===== src/hbf_pkg.sv =====
// Package for host buffer feature configuration block
package hbf_pkg;
    // Feature identifiers
    localparam logic [7:0]  HBF_FID_HOSTBUF    = 8'h0d;
    localparam logic [7:0]  HBF_FID_KEEPALIVE  = 8'h0f;
    localparam logic [7:0]  HBF_FID_PROGRESS   = 8'h80;
    // Command dword 11 field positions
    localparam int          HBF_ENABLE_BIT_POS = 0;
    localparam int          HBF_RETURN_BIT_POS = 1;
    localparam int          HBF_COUNTER_MSB    = 7;
    // Descriptor entry layout (bits of 128-bit entry)
    localparam int          HBF_ENTRY_BYTES    = 16;
    localparam int          HBF_ENTRY_ADDR_LSB = 0;
    localparam int          HBF_ENTRY_PAGE_LSB = 64;
    localparam int          HBF_ALIGN_BITS     = 4;
    // Attributes structure dword index
    localparam logic [9:0]  HBF_ATTR_SIZE_IDX  = 10'h000;
    localparam logic [9:0]  HBF_ATTR_LOW_IDX   = 10'h001;
    localparam logic [9:0]  HBF_ATTR_HIGH_IDX  = 10'h002;
    localparam logic [9:0]  HBF_ATTR_COUNT_IDX = 10'h003;
    localparam logic [9:0]  HBF_ATTR_LAST_IDX  = 10'h3ff;
    // Reset values
    localparam logic [31:0] HBF_KEEPALIVE_RST  = 32'h0000_0000;
    localparam logic [7:0]  HBF_COUNTER_RST    = 8'h00;
    // Keep-alive timer granularity in milliseconds
    localparam logic [31:0] HBF_KEEPALIVE_GRAN = 32'h0000_0064;
    // Fetch state machine
    typedef enum logic [3:0] {
        HBF_IDLE  = 4'b0001,
        HBF_REQ   = 4'b0010,
        HBF_WAIT  = 4'b0100,
        HBF_SEND  = 4'b1000
    } hbf_state_t;
endpackage


===== src/hbf_roundup.sv =====
// Rounds a millisecond timeout up to the timer granularity, saturating at the largest 32-bit multiple
`timescale 1ns/100ps
module hbf_roundup (
    // Requested value
    input  wire logic [31:0] value_ms,
    // Rounded value, saturating at the largest multiple
    output logic      [31:0] rounded_ms
);
    import hbf_pkg::*;
    logic [32:0] sum;
    logic [32:0] q;
    always_comb begin
        sum = {1'b0, value_ms} + {1'b0, HBF_KEEPALIVE_GRAN} - 33'h1;
        q   = sum - (sum % {1'b0, HBF_KEEPALIVE_GRAN});
        // Top values would overflow 32 bits; clamp to last representable step
        if (q[32]) begin
            rounded_ms = value_ms - (value_ms % HBF_KEEPALIVE_GRAN);
        end else begin
            rounded_ms = q[31:0];
        end
    end
endmodule


===== src/hbf_feature_ctrl.sv =====
// Host buffer, keep-alive and progress marker feature handling
// How it works
// - Dword 14 set command stores the descriptor list upper address, all 32 bits.
// - Dword 15 set command stores the descriptor entry count, all 32 bits.
// - Entry n is fetched from list base plus sixteen times n.
// - Entry bits 95:64 are page count, 63:0 host address, 127:96 ignored.
// - Buffer read returns enable and return bits, plus attributes in data.
// - Attributes: size, address low, address high, count; rest zero.
// - Descriptor list base keeps its four low address bits zero.
// - Keep-alive timeout is a 32-bit millisecond value from dword 11.
// - Programmed keep-alive timeout rounds up to timer granularity, saturating at the largest 32-bit multiple.
// - Keep-alive resets to zero; zero disables the timer.
// - Keep-alive read returns current timeout in completion dword 0.
// - Load counter survives power state changes; only reset or a progress marker set command changes it.
// - Load counter is 8 bits in 7:0, upper bits read zero.
// - Progress marker read returns the counter in completion dword 0.
// - No buffer memory access while the enable bit is zero.
`timescale 1ns/100ps
module hbf_feature_ctrl (
    // Clock and reset
    input  wire logic        clk,
    input  wire logic        rst,
    // Feature command, pulse
    input  wire logic        cmd_valid,
    input  wire logic        cmd_is_set,
    input  wire logic [7:0]  cmd_feature_id,
    input  wire logic [31:0] cmd_dw11,
    input  wire logic [31:0] cmd_dw12,
    input  wire logic [31:0] cmd_dw13,
    input  wire logic [31:0] cmd_dw14,
    input  wire logic [31:0] cmd_dw15,
    // Completion
    output logic             cpl_valid,
    output logic      [31:0] cpl_dw0,
    // Attributes data stream, one dword per beat
    output logic             attr_valid,
    output logic      [9:0]  attr_index,
    output logic      [31:0] attr_data,
    // Descriptor fetch from host memory
    output logic             fetch_req,
    output logic      [63:0] fetch_addr,
    input  wire logic        fetch_ack,
    input  wire logic [127:0] fetch_entry,
    // Fetched descriptor
    output logic             entry_valid,
    output logic      [31:0] entry_index,
    output logic      [31:0] entry_page_count,
    output logic      [63:0] entry_host_address,
    // Status
    output logic             buffer_enable_bit,
    output logic             buffer_return_bit,
    output logic      [31:0] keepalive_timeout_ms,
    output logic             keepalive_enabled,
    output logic      [7:0]  preboot_load_counter,
    output logic             fetch_busy
);
    import hbf_pkg::*;

    // Feature state
    logic        enable_reg, enable_next;
    logic        ret_reg, ret_next;
    logic [31:0] size_reg, size_next;
    logic [31:0] low_reg, low_next;
    logic [31:0] high_reg, high_next;
    logic [31:0] count_reg, count_next;
    logic [31:0] keepalive_timeout_ms_reg, keepalive_timeout_ms_next;
    logic [7:0]  pbc_reg, pbc_next;
    logic [31:0] keepalive_timeout_ms_rounded;

    // Completion and attribute stream
    logic        cpl_valid_reg, cpl_valid_next;
    logic [31:0] cpl_dw0_reg, cpl_dw0_next;
    logic        attr_active_reg, attr_active_next;
    logic [9:0]  attr_idx_reg, attr_idx_next;
    logic [31:0] attr_data_next;
    logic [31:0] attr_data_reg;

    // Fetch engine
    hbf_state_t  state_reg, state_next;
    logic [31:0] fidx_reg, fidx_next;
    logic [31:0] epc_reg, epc_next;
    logic [63:0] eha_reg, eha_next;
    logic        ev_reg, ev_next;
    logic [63:0] list_base;
    logic [63:0] entry_offset;

    logic set_hb;
    logic set_ka;
    logic set_pb;

    hbf_roundup u_roundup (
        .value_ms   (cmd_dw11),
        .rounded_ms (keepalive_timeout_ms_rounded)
    );

    always_comb begin
        set_hb = cmd_valid && cmd_is_set && cmd_feature_id == HBF_FID_HOSTBUF;
        set_ka = cmd_valid && cmd_is_set && cmd_feature_id == HBF_FID_KEEPALIVE;
        set_pb = cmd_valid && cmd_is_set && cmd_feature_id == HBF_FID_PROGRESS;
    end

    // Feature settings
    always_comb begin
        enable_next = enable_reg;
        ret_next    = ret_reg;
        size_next   = size_reg;
        low_next    = low_reg;
        high_next   = high_reg;
        count_next  = count_reg;
        keepalive_timeout_ms_next   = keepalive_timeout_ms_reg;
        pbc_next    = pbc_reg;
        // Buffer settings only change through a set command; a change while
        // enabled restarts the fetch only from idle; a running fetch carries on at its index
        if (set_hb) begin
            enable_next = cmd_dw11[HBF_ENABLE_BIT_POS];
            ret_next    = cmd_dw11[HBF_RETURN_BIT_POS];
            size_next   = cmd_dw12;
            low_next    = {cmd_dw13[31:HBF_ALIGN_BITS], {HBF_ALIGN_BITS{1'b0}}};
            high_next   = cmd_dw14;
            count_next  = cmd_dw15;
        end
        if (set_ka) begin
            keepalive_timeout_ms_next = keepalive_timeout_ms_rounded;
        end
        // Counter value is whatever software writes; saturation is software's job
        if (set_pb) begin
            pbc_next = cmd_dw11[HBF_COUNTER_MSB:0];
        end
    end

    always_ff @(posedge clk) begin
        if (rst) begin
            enable_reg <= 1'b0;
            ret_reg    <= 1'b0;
            size_reg   <= 32'h0000_0000;
            low_reg    <= 32'h0000_0000;
            high_reg   <= 32'h0000_0000;
            count_reg  <= 32'h0000_0000;
            keepalive_timeout_ms_reg   <= HBF_KEEPALIVE_RST;
            pbc_reg    <= HBF_COUNTER_RST;
        end else begin
            enable_reg <= enable_next;
            ret_reg    <= ret_next;
            size_reg   <= size_next;
            low_reg    <= low_next;
            high_reg   <= high_next;
            count_reg  <= count_next;
            keepalive_timeout_ms_reg   <= keepalive_timeout_ms_next;
            pbc_reg    <= pbc_next;
        end
    end

    // Get responses and attribute structure
    always_comb begin
        cpl_valid_next   = 1'b0;
        cpl_dw0_next     = cpl_dw0_reg;
        attr_active_next = attr_active_reg;
        attr_idx_next    = attr_idx_reg;
        if (cmd_valid) begin
            cpl_valid_next = 1'b1;
            cpl_dw0_next   = 32'h0000_0000;
            if (!cmd_is_set) begin
                unique case (cmd_feature_id)
                    HBF_FID_HOSTBUF: begin
                        cpl_dw0_next[HBF_ENABLE_BIT_POS] = enable_reg;
                        cpl_dw0_next[HBF_RETURN_BIT_POS] = ret_reg;
                        attr_active_next = 1'b1;
                        attr_idx_next    = 10'h000;
                    end
                    HBF_FID_KEEPALIVE: cpl_dw0_next = keepalive_timeout_ms_reg;
                    HBF_FID_PROGRESS:  cpl_dw0_next = {24'h000000, pbc_reg};
                    default:           cpl_dw0_next = 32'h0000_0000;
                endcase
            end
        end else if (attr_active_reg) begin
            if (attr_idx_reg == HBF_ATTR_LAST_IDX) begin
                attr_active_next = 1'b0;
            end else begin
                attr_idx_next = attr_idx_reg + 10'h001;
            end
        end
        // Attributes dwords; reserved tail reads zero
        unique case (attr_idx_next)
            HBF_ATTR_SIZE_IDX:  attr_data_next = size_reg;
            HBF_ATTR_LOW_IDX:   attr_data_next = low_reg;
            HBF_ATTR_HIGH_IDX:  attr_data_next = high_reg;
            HBF_ATTR_COUNT_IDX: attr_data_next = count_reg;
            default:            attr_data_next = 32'h0000_0000;
        endcase
    end

    always_ff @(posedge clk) begin
        if (rst) begin
            cpl_valid_reg   <= 1'b0;
            cpl_dw0_reg     <= 32'h0000_0000;
            attr_active_reg <= 1'b0;
            attr_idx_reg    <= 10'h000;
            attr_data_reg   <= 32'h0000_0000;
        end else begin
            cpl_valid_reg   <= cpl_valid_next;
            cpl_dw0_reg     <= cpl_dw0_next;
            attr_active_reg <= attr_active_next;
            attr_idx_reg    <= attr_idx_next;
            attr_data_reg   <= attr_data_next;
        end
    end

    // Descriptor fetch engine
    always_comb begin
        state_next = state_reg;
        fidx_next  = fidx_reg;
        epc_next   = epc_reg;
        eha_next   = eha_reg;
        ev_next    = 1'b0;
        unique case (state_reg)
            HBF_IDLE: begin
                // Start on a fresh enable; nothing to do for an empty list
                if (set_hb && cmd_dw11[HBF_ENABLE_BIT_POS] && cmd_dw15 != 32'h0000_0000) begin
                    fidx_next  = 32'h0000_0000;
                    state_next = HBF_REQ;
                end
            end
            HBF_REQ: begin
                if (!enable_reg) begin
                    state_next = HBF_IDLE;
                end else begin
                    state_next = HBF_WAIT;
                end
            end
            HBF_WAIT: begin
                // A dropped request is never answered, so waiting on would hang
                if (fetch_ack) begin
                    eha_next   = fetch_entry[HBF_ENTRY_ADDR_LSB +: 64];
                    epc_next   = fetch_entry[HBF_ENTRY_PAGE_LSB +: 32];
                    ev_next    = enable_reg;
                    state_next = HBF_SEND;
                end else if (!enable_reg) begin
                    state_next = HBF_IDLE;
                end
            end
            HBF_SEND: begin
                // Stop on disable or after the last counted entry
                if (!enable_reg || fidx_reg + 32'h1 >= count_reg) begin
                    state_next = HBF_IDLE;
                end else begin
                    fidx_next  = fidx_reg + 32'h1;
                    state_next = HBF_REQ;
                end
            end
            default: state_next = HBF_IDLE;
        endcase
    end

    always_ff @(posedge clk) begin
        if (rst) begin
            state_reg <= HBF_IDLE;
            fidx_reg  <= 32'h0000_0000;
            epc_reg   <= 32'h0000_0000;
            eha_reg   <= 64'h0;
            ev_reg    <= 1'b0;
        end else begin
            state_reg <= state_next;
            fidx_reg  <= fidx_next;
            epc_reg   <= epc_next;
            eha_reg   <= eha_next;
            ev_reg    <= ev_next;
        end
    end

    // List addressing; full index kept so large counts do not alias
    assign list_base    = {high_reg, low_reg};
    assign entry_offset = {28'h0000000, fidx_reg, 4'h0};

    // Outputs
    assign cpl_valid            = cpl_valid_reg;
    assign cpl_dw0              = cpl_dw0_reg;
    assign attr_valid           = attr_active_reg;
    assign attr_index           = attr_idx_reg;
    assign attr_data            = attr_data_reg;

    // Fetch side
    assign fetch_req            = state_reg == HBF_WAIT && enable_reg;
    assign fetch_addr           = list_base + entry_offset;
    assign entry_valid          = ev_reg;
    assign entry_index          = fidx_reg;
    assign entry_page_count     = epc_reg;
    assign entry_host_address   = eha_reg;

    // Status
    assign buffer_enable_bit    = enable_reg;
    assign buffer_return_bit    = ret_reg;
    assign keepalive_timeout_ms = keepalive_timeout_ms_reg;
    assign keepalive_enabled    = keepalive_timeout_ms_reg != 32'h0000_0000;
    assign preboot_load_counter = pbc_reg;
    assign fetch_busy           = state_reg != HBF_IDLE;
endmodule


===== config.mk =====
export PLATFORM = sky130hd
export DESIGN_NAME = hbf_feature_ctrl
export DESIGN_NICKNAME = d
export VERILOG_FILES = /design/src/hbf_pkg.sv /design/src/hbf_roundup.sv /design/src/hbf_feature_ctrl.sv
export SDC_FILE = /design/constraint.sdc
export NUM_CORES = 1
export LEC_CHECK = 0
export ABC_CLOCK_PERIOD_IN_PS = 29800
export BUFFER_PORTS_ARGS = -buffer_cell sky130_fd_sc_hd__buf_2
export CELL_PAD_IN_SITES_DETAIL_PLACEMENT = 0
export CELL_PAD_IN_SITES_GLOBAL_PLACEMENT = 2
export CORE_MARGIN = 4
export CORE_UTILIZATION = 33
export CTS_BUF_LIST = sky130_fd_sc_hd__clkbuf_2
export DETAILED_ROUTE_END_ITERATION = 7
export GPL_TIMING_DRIVEN = 0
export PLACE_DENSITY = 0.81
export SLEW_MARGIN = 20
export SYNTH_ARGS = -nofsm -noshare
export SYNTH_HDL_FRONTEND = slang
export SYNTH_SLANG_ARGS = --single-unit

===== constraint.sdc =====
create_clock -name clk -period 29.8 [get_ports clk]
set_clock_uncertainty 0.2 [all_clocks]
set_input_delay 1.49 -clock clk [delete_from_list [all_inputs] [get_ports clk]]
set_output_delay 1.49 -clock clk [all_outputs]
set_load 0.005 [all_outputs]

# Yosys cells after proc, flatten, opt, wreduce, memory -nomap -nowiden
# Index checks and enable logic that the tools add are counted.
dict set report classes {
  n_addsub 7
  n_div 2
  magnitude_cmp 1
  n_eq_ne 17
  muxes 25
  n_bitwise 2
  reduce_logical 18
}
# cell count
set ops {}
lappend ops {{$mux W32} 4}
lappend ops {{$pmux W32 S4} 1}
lappend ops {{$add A64 B36 Y64} 1}
lappend ops {{$pmux W32 S2} 1}
lappend ops {{$reduce_bool A32 Y1} 2}
lappend ops {{$pmux W30 S2} 1}
lappend ops {{$mux W10} 5}
lappend ops {{$add A32 B7 Y33 const B} 1}
lappend ops {{$mod A33 B7 Y33 const B} 1}
lappend ops {{$sub A33 B1 Y33 const B} 1}
lappend ops {{$sub A33 B33 Y33} 1}
lappend ops {{$add A32 B1 Y32 const B} 1}
lappend ops {{$ge A32 B32 Y1} 1}
lappend ops {{$mod A32 B7 Y32 const B} 1}
lappend ops {{$sub A32 B32 Y32} 1}
lappend ops {{$eq A10 B2 Y1 const B} 2}
lappend ops {{$eq A8 B4 Y1 const B} 2}
lappend ops {{$pmux W4 S4} 1}
lappend ops {{$mux W4} 3}
lappend ops {{$add A10 B1 Y10 const B} 1}
lappend ops {{$eq A10 B1 Y1 const B} 1}
lappend ops {{$eq A10 B10 Y1 const B} 1}
lappend ops {{$logic_not A10 Y1} 1}
lappend ops {{$eq A8 B8 Y1 const B} 1}
lappend ops {{20 further kinds} 36}
dict set report totals {
  regBits 375
  inputBits 301
  elab_cells 90
}

# Logic depth before layout (Yosys ltp)
# Gate-level depths: netlist of run 1.
dict set report depth {
  word_depth 6
  depth_mapped 117
}

# Cells and area by module
# A second synthesis of run 1 with hierarchy kept.
dict set report hier_totals {
  hier_cells 4726
  hier_area_um2 35191.3
}
# mod n_inst cells_per_inst area_per_inst_um2
set by_module_without_submodules {}
lappend by_module_without_submodules {hbf_feature_ctrl 1 2307 18032.3}
lappend by_module_without_submodules {hbf_roundup 1 2419 17159.0}

# Worst setup path before layout of run 1
# Ideal clock, no wire load.
dict set report synth_timing {
  kind {input -> register}
  from {in cmd_dw11[28]}
  to {reg keepalive_timeout_ms_reg[30], in the netlist keepalive_timeout_ms[30]}
  setup_time_ns 0.132
  arrival_ns 23.614
  t_required_ns 29.468
  path_slack_ns 5.854
  stages 109
  n_path_buf 6
  cell_sequence {buf_4 > or3_1 > a211o_1 > and2_0 > a41o_1 > a221oi_2 > o21ai_0 > xnor2_1 > or2_1 > a311oi_2 > o221ai_1 > a31oi_1 > o211ai_1 > maj3_2 > a21oi_2 > a21oi_1 > or3_4 > and2_1 > (+73 left out) > o21ai_0 > nand2b_1 > and2_1 > o21a_1 > o21a_1 > o21ai_0 > nand2b_1 > and2_1 > o21a_1 > o21a_1 > o21ai_0 > nand2b_1 > and2_1 > o21a_1 > nor2_1 > xnor2_1 > a211oi_1 > nor3_1}
}
dict set report synth_between {
  elab_chain_cells 5
  elab_cells_between_ends 7
  classes_between {add/sub (4); div (2); mux (1)}
}
# item line_no
set synth_lines {}
lappend synth_lines {{start: declaration} hbf_feature_ctrl.sv:27} ;# input wire logic [31:0] cmd_dw11,
lappend synth_lines {{$add A32 B7 Y33} hbf_roundup.sv:13} ;# sum = {1'b0, value_ms} + {1'b0, HBF_KEEPALIVE_GRAN} - 33'h1;
lappend synth_lines {{$sub A33 B1 Y33} hbf_roundup.sv:13}
lappend synth_lines {{$mod A33 B7 Y33} hbf_roundup.sv:14} ;# q = sum - (sum % {1'b0, HBF_KEEPALIVE_GRAN});
lappend synth_lines {{$sub A33 B33 Y33} hbf_roundup.sv:14}
lappend synth_lines {{$mux W32 *} hbf_roundup.sv:16} ;# if (q[32]) begin
lappend synth_lines {{end signal: assignment} hbf_feature_ctrl.sv:148} ;# keepalive_timeout_ms_reg <= keepalive_timeout_ms_next;
lappend synth_lines {{end: declaration} hbf_feature_ctrl.sv:66} ;# logic [31:0] keepalive_timeout_ms_reg, keepalive_timeout_ms_next;
# Every way passes the cells marked *; elsewhere a longest branch is shown, timed or not.
# A chain may end at the register's enable or synchronous reset.

# Final worst setup path of run 1
dict set report layout_timing {
  from {in cmd_dw11[5]}
  to {reg keepalive_timeout_ms_reg[28], in the netlist keepalive_timeout_ms[28]}
}
# The elaborated chain is that of the path after synthesis.

==> results.json, run 1 <==
{
  "critPathMostFrequentCell": "a21oi_1",
  "netlist.area_leader.share": 0.237,
  "fin_nets": 5425,
  "cts_buffer_depth": 3,
  "routed_via_density": 5.54,
  "cts_buffers": 106,
  "synth_top_cell_by_area": "dfxtp_1",
  "crit_path_start_kind": "primary input",
  "grt-ovfl-total": 0,
  "antenna_found_initial": 6,
  "min_path_type": "primary input to flop",
  "async_flop_share": 0,
  "num-fill-cells": 10395,
  "whs_path_depth": 3,
  "yosys_warnings": 0,
  "hold_start": "fetch_entry[56]",
  "setup_tns_ns": 0,
  "slew_violations": 0,
  "synth_cell_type_count": 151,
  "worstPathRequired_ns": 30.67,
  "relSlewSlack": 0.222,
  "coreArea_mm2": 0.0952,
  "wl_um": 135000,
  "dr.pass1.iters": 5,
  "cts_resized": 0,
  "ys_top_cells_by_area": "dfxtp_1, a21oi_1, nand2_1, ha_1, xnor2_1",
  "syn_area_mm2": 0.0317,
  "io_buffer_count": 572,
  "regToRegSetupSlack_ns": 22.22,
  "io_pins": 615,
  "drt_iter0_markers": 2621,
  "vias": 35147,
  "fin_crit_sh": 0.908,
  "cpMaxStageDelayCell": "xnor2_1",
  "cts_hold_buf": 0,
  "met2_usage": 0.434,
  "largest_reg_flops": 64,
  "cp_top_family": "compound AO/OA/AOI/OAI gates",
  "gp_congestion": 0.920,
  "fmax_mhz": 37.0,
  "path_buf_inv": 8,
  "die_x_um": 318,
  "cap_violations": 0,
  "first_global_vias": 33171,
  "post-cts-setup-buffers": 0,
  "cp-end-kind": "flop",
  "clock_sinks": 375,
  "setup_viol": 0,
  "worst_pin_slew_ns": 1.16,
  "ys_ff_latch": 375,
  "num_rows": 113,
  "wl_per_cell_um": 21.3,
  "rsz0062_at_grt": "no",
  "hold_viol": 0,
  "r2r_cells": 28,
  "crit_arrival_ns": 27.91,
  "root_buffer": "clkbuf_2",
  "dp_slack_ns": 1.56,
  "regToRegStartpoint": "entry_index[0]",
  "critPathLaunch": "cmd_dw11[5]",
  "synth_edf_count": 0,
  "r2r_end": "entry_index[6]",
  "synth_flop_cell": "dfxtp_1",
  "layout.cells.non_filler": 6348,
  "start_util": 0.333,
  "use_met3": 0.0430,
  "synth-seq-area-share": 0.237,
  "dp_hpwl_um": 110000,
  "insertion_delay_ns": 1.25,
  "max_stage_delay_ns": 0.86,
  "antenna_left": 0,
  "crit_fanout": 10,
  "avgSynthCellArea_um2": 7.45,
  "drive_gt1_frac": 0.199,
  "die-area_mm2": 0.101,
  "synthToLayoutAreaGrowth_pct": 18.0,
  "met1_usage": 0.331,
  "holdPathEnd": "entry_host_address[56]",
  "status": "completed",
  "htreeDepth": 3,
  "grt_usage": 0.252,
  "period_minus_slack_ns": 27.04,
  "synthCells": 4259,
  "grt_pass1_wl_um": 203000,
  "die_y_um": 318,
  "criticalPathCategory": "primary input to flop",
  "grt_max_degree": 20,
  "fin_ws_ns": 2.76,
  "path_clk_slew_ns": 0.11,
  "placedCellCount": 6151,
  "remaining_drc_errors": 0,
  "grt-busiest-layer": "met2",
  "cts_tree": "built"
}
==> worst max-delay path by stage <==
| stage | to | slack [ns] | cells after the start |
|---|---|---|---|
| floorplan | keepalive_timeout_ms[30] | 5.85 | 109 |
| global placement | keepalive_timeout_ms[28] | 1.46 | 103 |
| detailed placement | keepalive_timeout_ms[28] | 1.56 | 102 |
| CTS | keepalive_timeout_ms[28] | 2.91 | 103 |
| global route | keepalive_timeout_ms[4] | 0.45 | 103 |
| finish | keepalive_timeout_ms[28] | 2.76 | 104 |
==> routing by layer <==
| metal | share of wire | up-vias |
|---|---|---|
| li1 | - | 17149 |
| met1 | 0.45 | 16784 |
| met2 | 0.47 | 1063 |
| met3 | 0.058 | 151 |
| met4 | 0.020 | 0 |
| met5 | 0 | - |
==> stage by stage <==
stage | util | hold WS, ns | cell area (um2)
floorplan | - | 0.233 | 31900
global placement | 0.382 | 0.239 | 36400
detailed placement | 0.383 | 0.244 | 36400
CTS | 0.393 | 0.0482 | 37400
global route | 0.393 | 0.0754 | 37400
finish | 0.393 | 0.245 | 37400
==> Yosys cell counts (11+ instances only) <==
| cell | count |
|---|---|
| o31ai_1 | 29 |
| and2_1 | 81 |
| nor3_1 | 107 |
| a21o_1 | 51 |
| nor4_1 | 40 |
| ha_1 | 129 |
| and3_1 | 65 |
| clkbuf_1 | 141 |
| a211o_1 | 21 |
| or4_1 | 11 |
| o21ai_0 | 161 |
| o21a_1 | 52 |
| a311oi_1 | 12 |
| maj3_1 | 13 |
| nor2b_1 | 42 |
| mux4_2 | 28 |
| a31oi_1 | 41 |
| xor2_1 | 75 |
| dfxtp_1 | 375 |
| nor2_1 | 324 |
| or3_1 | 29 |
| o22ai_1 | 27 |
| o21bai_1 | 52 |
| inv_1 | 126 |
| and4_1 | 13 |
| buf_4 | 27 |
| nand3b_1 | 34 |
| nor3b_1 | 11 |
| a22oi_1 | 38 |
| or2_2 | 22 |
| buf_2 | 34 |
| xnor2_1 | 141 |
| or2_1 | 14 |
| o31a_1 | 15 |
| mux2_2 | 12 |
| a211oi_1 | 60 |
| o211ai_1 | 53 |
| o21ai_1 | 36 |
| a21oi_1 | 493 |
| nand2_1 | 645 |
| mux2i_1 | 39 |
| nand4_1 | 52 |
| nand2b_1 | 41 |
| o221ai_1 | 14 |
| nand3_1 | 89 |
==> worst min-delay path: cells and delay by family <==
kind / cells / cell delay, ns
buf+inv: 1 / 0.10
simple gates: 1 / 0.05
compound gates: 1 / 0.05
==> final cells by class <==
cell class | instances | area [um2] | share of cell area
buffer | 212 | 972 | 0.0260
clock buffer | 157 | 786 | 0.0210
tap | 1265 | 1580 | 0.0423
antenna | 7 | 17.5 | 0.000468
clock inverter | 33 | 188 | 0.00502
inverter | 143 | 537 | 0.0143
sequential | 375 | 7510 | 0.201
timing repair buffer | 576 | 2890 | 0.0772
multi-input combinational | 3580 | 22900 | 0.613
==> placed cells by master (no fill, tap or decap), types with 39 or more instances in the layout <==
cell type,instances
a211oi_1,60
conb_1,53
nand2_1,645
a21o_1,51
xor2_1,74
clkbuf_2,159
clkbuf_1,140
a31oi_1,41
nor2b_1,42
nand3_1,89
ha_1,129
o21bai_1,52
nand2b_1,41
buf_2,607
nor3_1,107
a21oi_1,493
nand4_1,52
nor2_1,324
inv_1,126
xnor2_1,139
dfxtp_1,375
and2_1,81
o21a_1,52
and3_1,65
o21ai_0,161
nor4_1,39
o211ai_1,53
==> cells by family (layout without fill, tap and decap cells) <==
kind of cell               after synthesis  after routing  synth area share
xor gates and xnor gates               222            222            0.0633
other                                    2             60          0.000237
AOI/OAI and AO/OA                     1396           1396             0.300
and+or+nand+nor                       1680           1680             0.258
muxes                                   83             83            0.0381
adders and majority gates              146            146            0.0567
buffers and inverters                  355           1121            0.0475
DFF                                    375            375             0.237
Power of run 1 is not shown: default switching activity piles up to over one toggle a cycle in this logic, so the estimate is an artifact.
==> run 2, diff against run 1 <==
CORE_UTILIZATION = 34   (was 33)
SYNTH_HIERARCHICAL = 1   (was unset)
==> run 2 against run 1 <==
  * Wire length rose by 16%
  * Highest routed layer is now met5
  * Die area is 7.5% higher
  * Worst setup slack lost 0.92 ns
  * Utilization grew 0.75 points
  * Sequential share of layout area fell by 1.8 points
  * Final cell count increased by 9.0%
==> results.json, run 2 <==
{
  "antenna_found_initial": 25,
  "synthTopCellsByCount": "nand2_1, a21oi_1, dfxtp_1",
  "routed_via_density": 5.66,
  "yosys_warnings": 6,
  "drive_gt1_frac": 0.223,
  "fin_nets": 5886,
  "cts_tree": "built",
  "fmax_mhz": 35.8,
  "synth_fa_ha_area_frac": 0.0519,
  "ys_top_cells_by_area": "dfxtp_1, nand2_1, a21oi_1, ha_1, xnor2_1",
  "synth_edf_count": 0,
  "hold_viol": 0,
  "coreArea_mm2": 0.102,
  "ys_ff_latch": 375,
  "fin_crit_sh": 0.938,
  "remaining_drc_errors": 0,
  "wl_um": 157000,
  "io_buffer_count": 571,
  "netlist.area_leader.share": 0.213,
  "synthCells": 4726,
  "insertion_delay_ns": 1.21,
  "setup_viol": 0,
  "grt_max_degree": 17,
  "rsz0062_at_grt": "no",
  "synth_flop_cell": "dfxtp_1",
  "cts_buffers": 103,
  "synth_mux_area_frac": 0.0227,
  "die-area_mm2": 0.109,
  "criticalPathCategory": "primary input to flop",
  "crit_arrival_ns": 28.91,
  "die_y_um": 330,
  "slew_violations": 0,
  "worstPathRequired_ns": 30.75,
  "critPathMostFrequentCell": "a21oi_1",
  "grt_usage": 0.271,
  "antenna_left": 0,
  "period_minus_slack_ns": 27.97,
  "status": "completed",
  "synth_top_family_by_area": "compound AO/OA/AOI/OAI gates",
  "crit_path_start_kind": "primary input",
  "num_rows": 117,
  "largest_reg_flops": 64,
  "async_flop_share": 0,
  "io_pins": 615,
  "wl_per_cell_um": 22.7,
  "start_util": 0.344,
  "setup_tns_ns": 0,
  "synthToLayoutAreaGrowth_pct": 16.5,
  "cts_buffer_depth": 3,
  "synth-seq-area-share": 0.213,
  "synth.most_common_cell": "nand2_1",
  "clock_sinks": 375,
  "max_stage_delay_ns": 0.59,
  "drt_iter0_markers": 3051,
  "root_buffer": "clkbuf_2",
  "avgSynthCellArea_um2": 7.45,
  "synth_cell_type_count": 184,
  "min_path_type": "flop to flop",
  "first_global_vias": 36079,
  "crit_fanout": 10,
  "path_clk_slew_ns": 0.11,
  "gp_congestion": 0.933,
  "syn_area_mm2": 0.0352,
  "worst_pin_slew_ns": 1.14,
  "grt_pass1_wl_um": 228000,
  "synth_simple_gate_area_share": 0.254,
  "htreeDepth": 3,
  "die_x_um": 330,
  "cap_violations": 0,
  "cpMaxStageDelayCell": "nand4b_1",
  "synth-xor-area-share": 0.0571,
  "grt-ovfl-total": 0,
  "synth_compound_area_frac": 0.333,
  "final_common_cell": "nand2_1",
  "cp-end-kind": "flop",
  "synth_top_cell_by_area": "dfxtp_1",
  "vias": 39189,
  "relSlewSlack": 0.241,
  "final_cell_mix": "nand2_1, buf_2, a21oi_1",
  "dp_hpwl_um": 129000,
  "dr.pass1.iters": 6
}
## run 2: cell types whose count changed after synthesis, moves of 33 or more
cell | before | now
nand2_1 | 645 | 815
a21oi_1 | 493 | 566
nor2_1 | 324 | 267
nand3_1 | 89 | 137
and2_1 | 81 | 38
o2111ai_1 | 10 | 52
xor2_1 | 75 | 37
clkbuf_8 | 0 | 33
## run 2: final cells by class
cell class,instances,area (um2)
Buffer,256,1700
Timing Repair Buffer,574,2880
Tap cell,1368,1710
Fill cell,11098,61300
Inverter,185,694
Clock inverter,31,178
Sequential cell,375,7510
Multi-Input combinational cell,3961,25500
Antenna cell,18,45.0
Clock buffer,154,771
## run 2: through the flow
| step | instance area (um2) | instances | worst slack [ns] | hold slack, ns | utilization |
|---|---|---|---|---|---|
| after floorplan | 35400 | 4777 | 6.23 | 0.232 | - |
| after global placement | 40000 | 6716 | 0.521 | 0.239 | 0.390 |
| after detailed placement | 40000 | 6717 | 0.720 | 0.243 | 0.391 |
| after CTS | 40900 | 6902 | 1.96 | 0.145 | 0.400 |
| after global routing | 41000 | 6916 | 0.112 | 0.192 | 0.401 |
| final | 41000 | 6922 | 1.83 | 0.253 | 0.401 |
## run 2: cells by family (layout without fill, tap and decap cells)
kind of cell    after synthesis  in the layout
simple gates               1823           1823
compound gates             1649           1649
buf+inv                     441           1200
flops                       375            375
xor+xnor                    215            215
fa+ha+maj                   149            149
mux                          72             72
other cells                   2             71
## run 2: timing repair
item,CTS,global route
endpoints found under the setup margin,0,27
buffers inserted,0,2
gates resized for setup,0,8
hold buffers,0,0
hold endpoints to repair,0,0
## run 2: worst paths after layout
kind / startpoint / end / slack (ns) / cells past startpoint
setup / recovery: cmd_dw11[0] / keepalive_timeout_ms[11] / 1.83 / 106
hold / removal: size_reg[3] / attr_data[3] / 0.25 / 2
setup reg to reg: entry_index[0] / entry_index[24] / 23.83 / 16
hold reg to reg: size_reg[3] / attr_data[3] / 0.25 / 2
## run 2: critical path: cells and delay by family
family / cells / cell delay (ns)
AOI/OAI and AO/OA: 63 / 15.86
and+or+nand+nor: 26 / 5.91
buffers and inverters: 6 / 1.75
adders and majority gates: 4 / 1.34
muxes: 3 / 1.34
xor gates and xnor gates: 4 / 1.17
## run 2: metal layers
layer / track usage / part of all wire
met4: 0.0728 / 0.029
met2: 0.428 / 0.44
met3: 0.0513 / 0.071
met1: 0.377 / 0.46
met5: 0 / 0.00047
Power of run 2 is left out for the same reason.
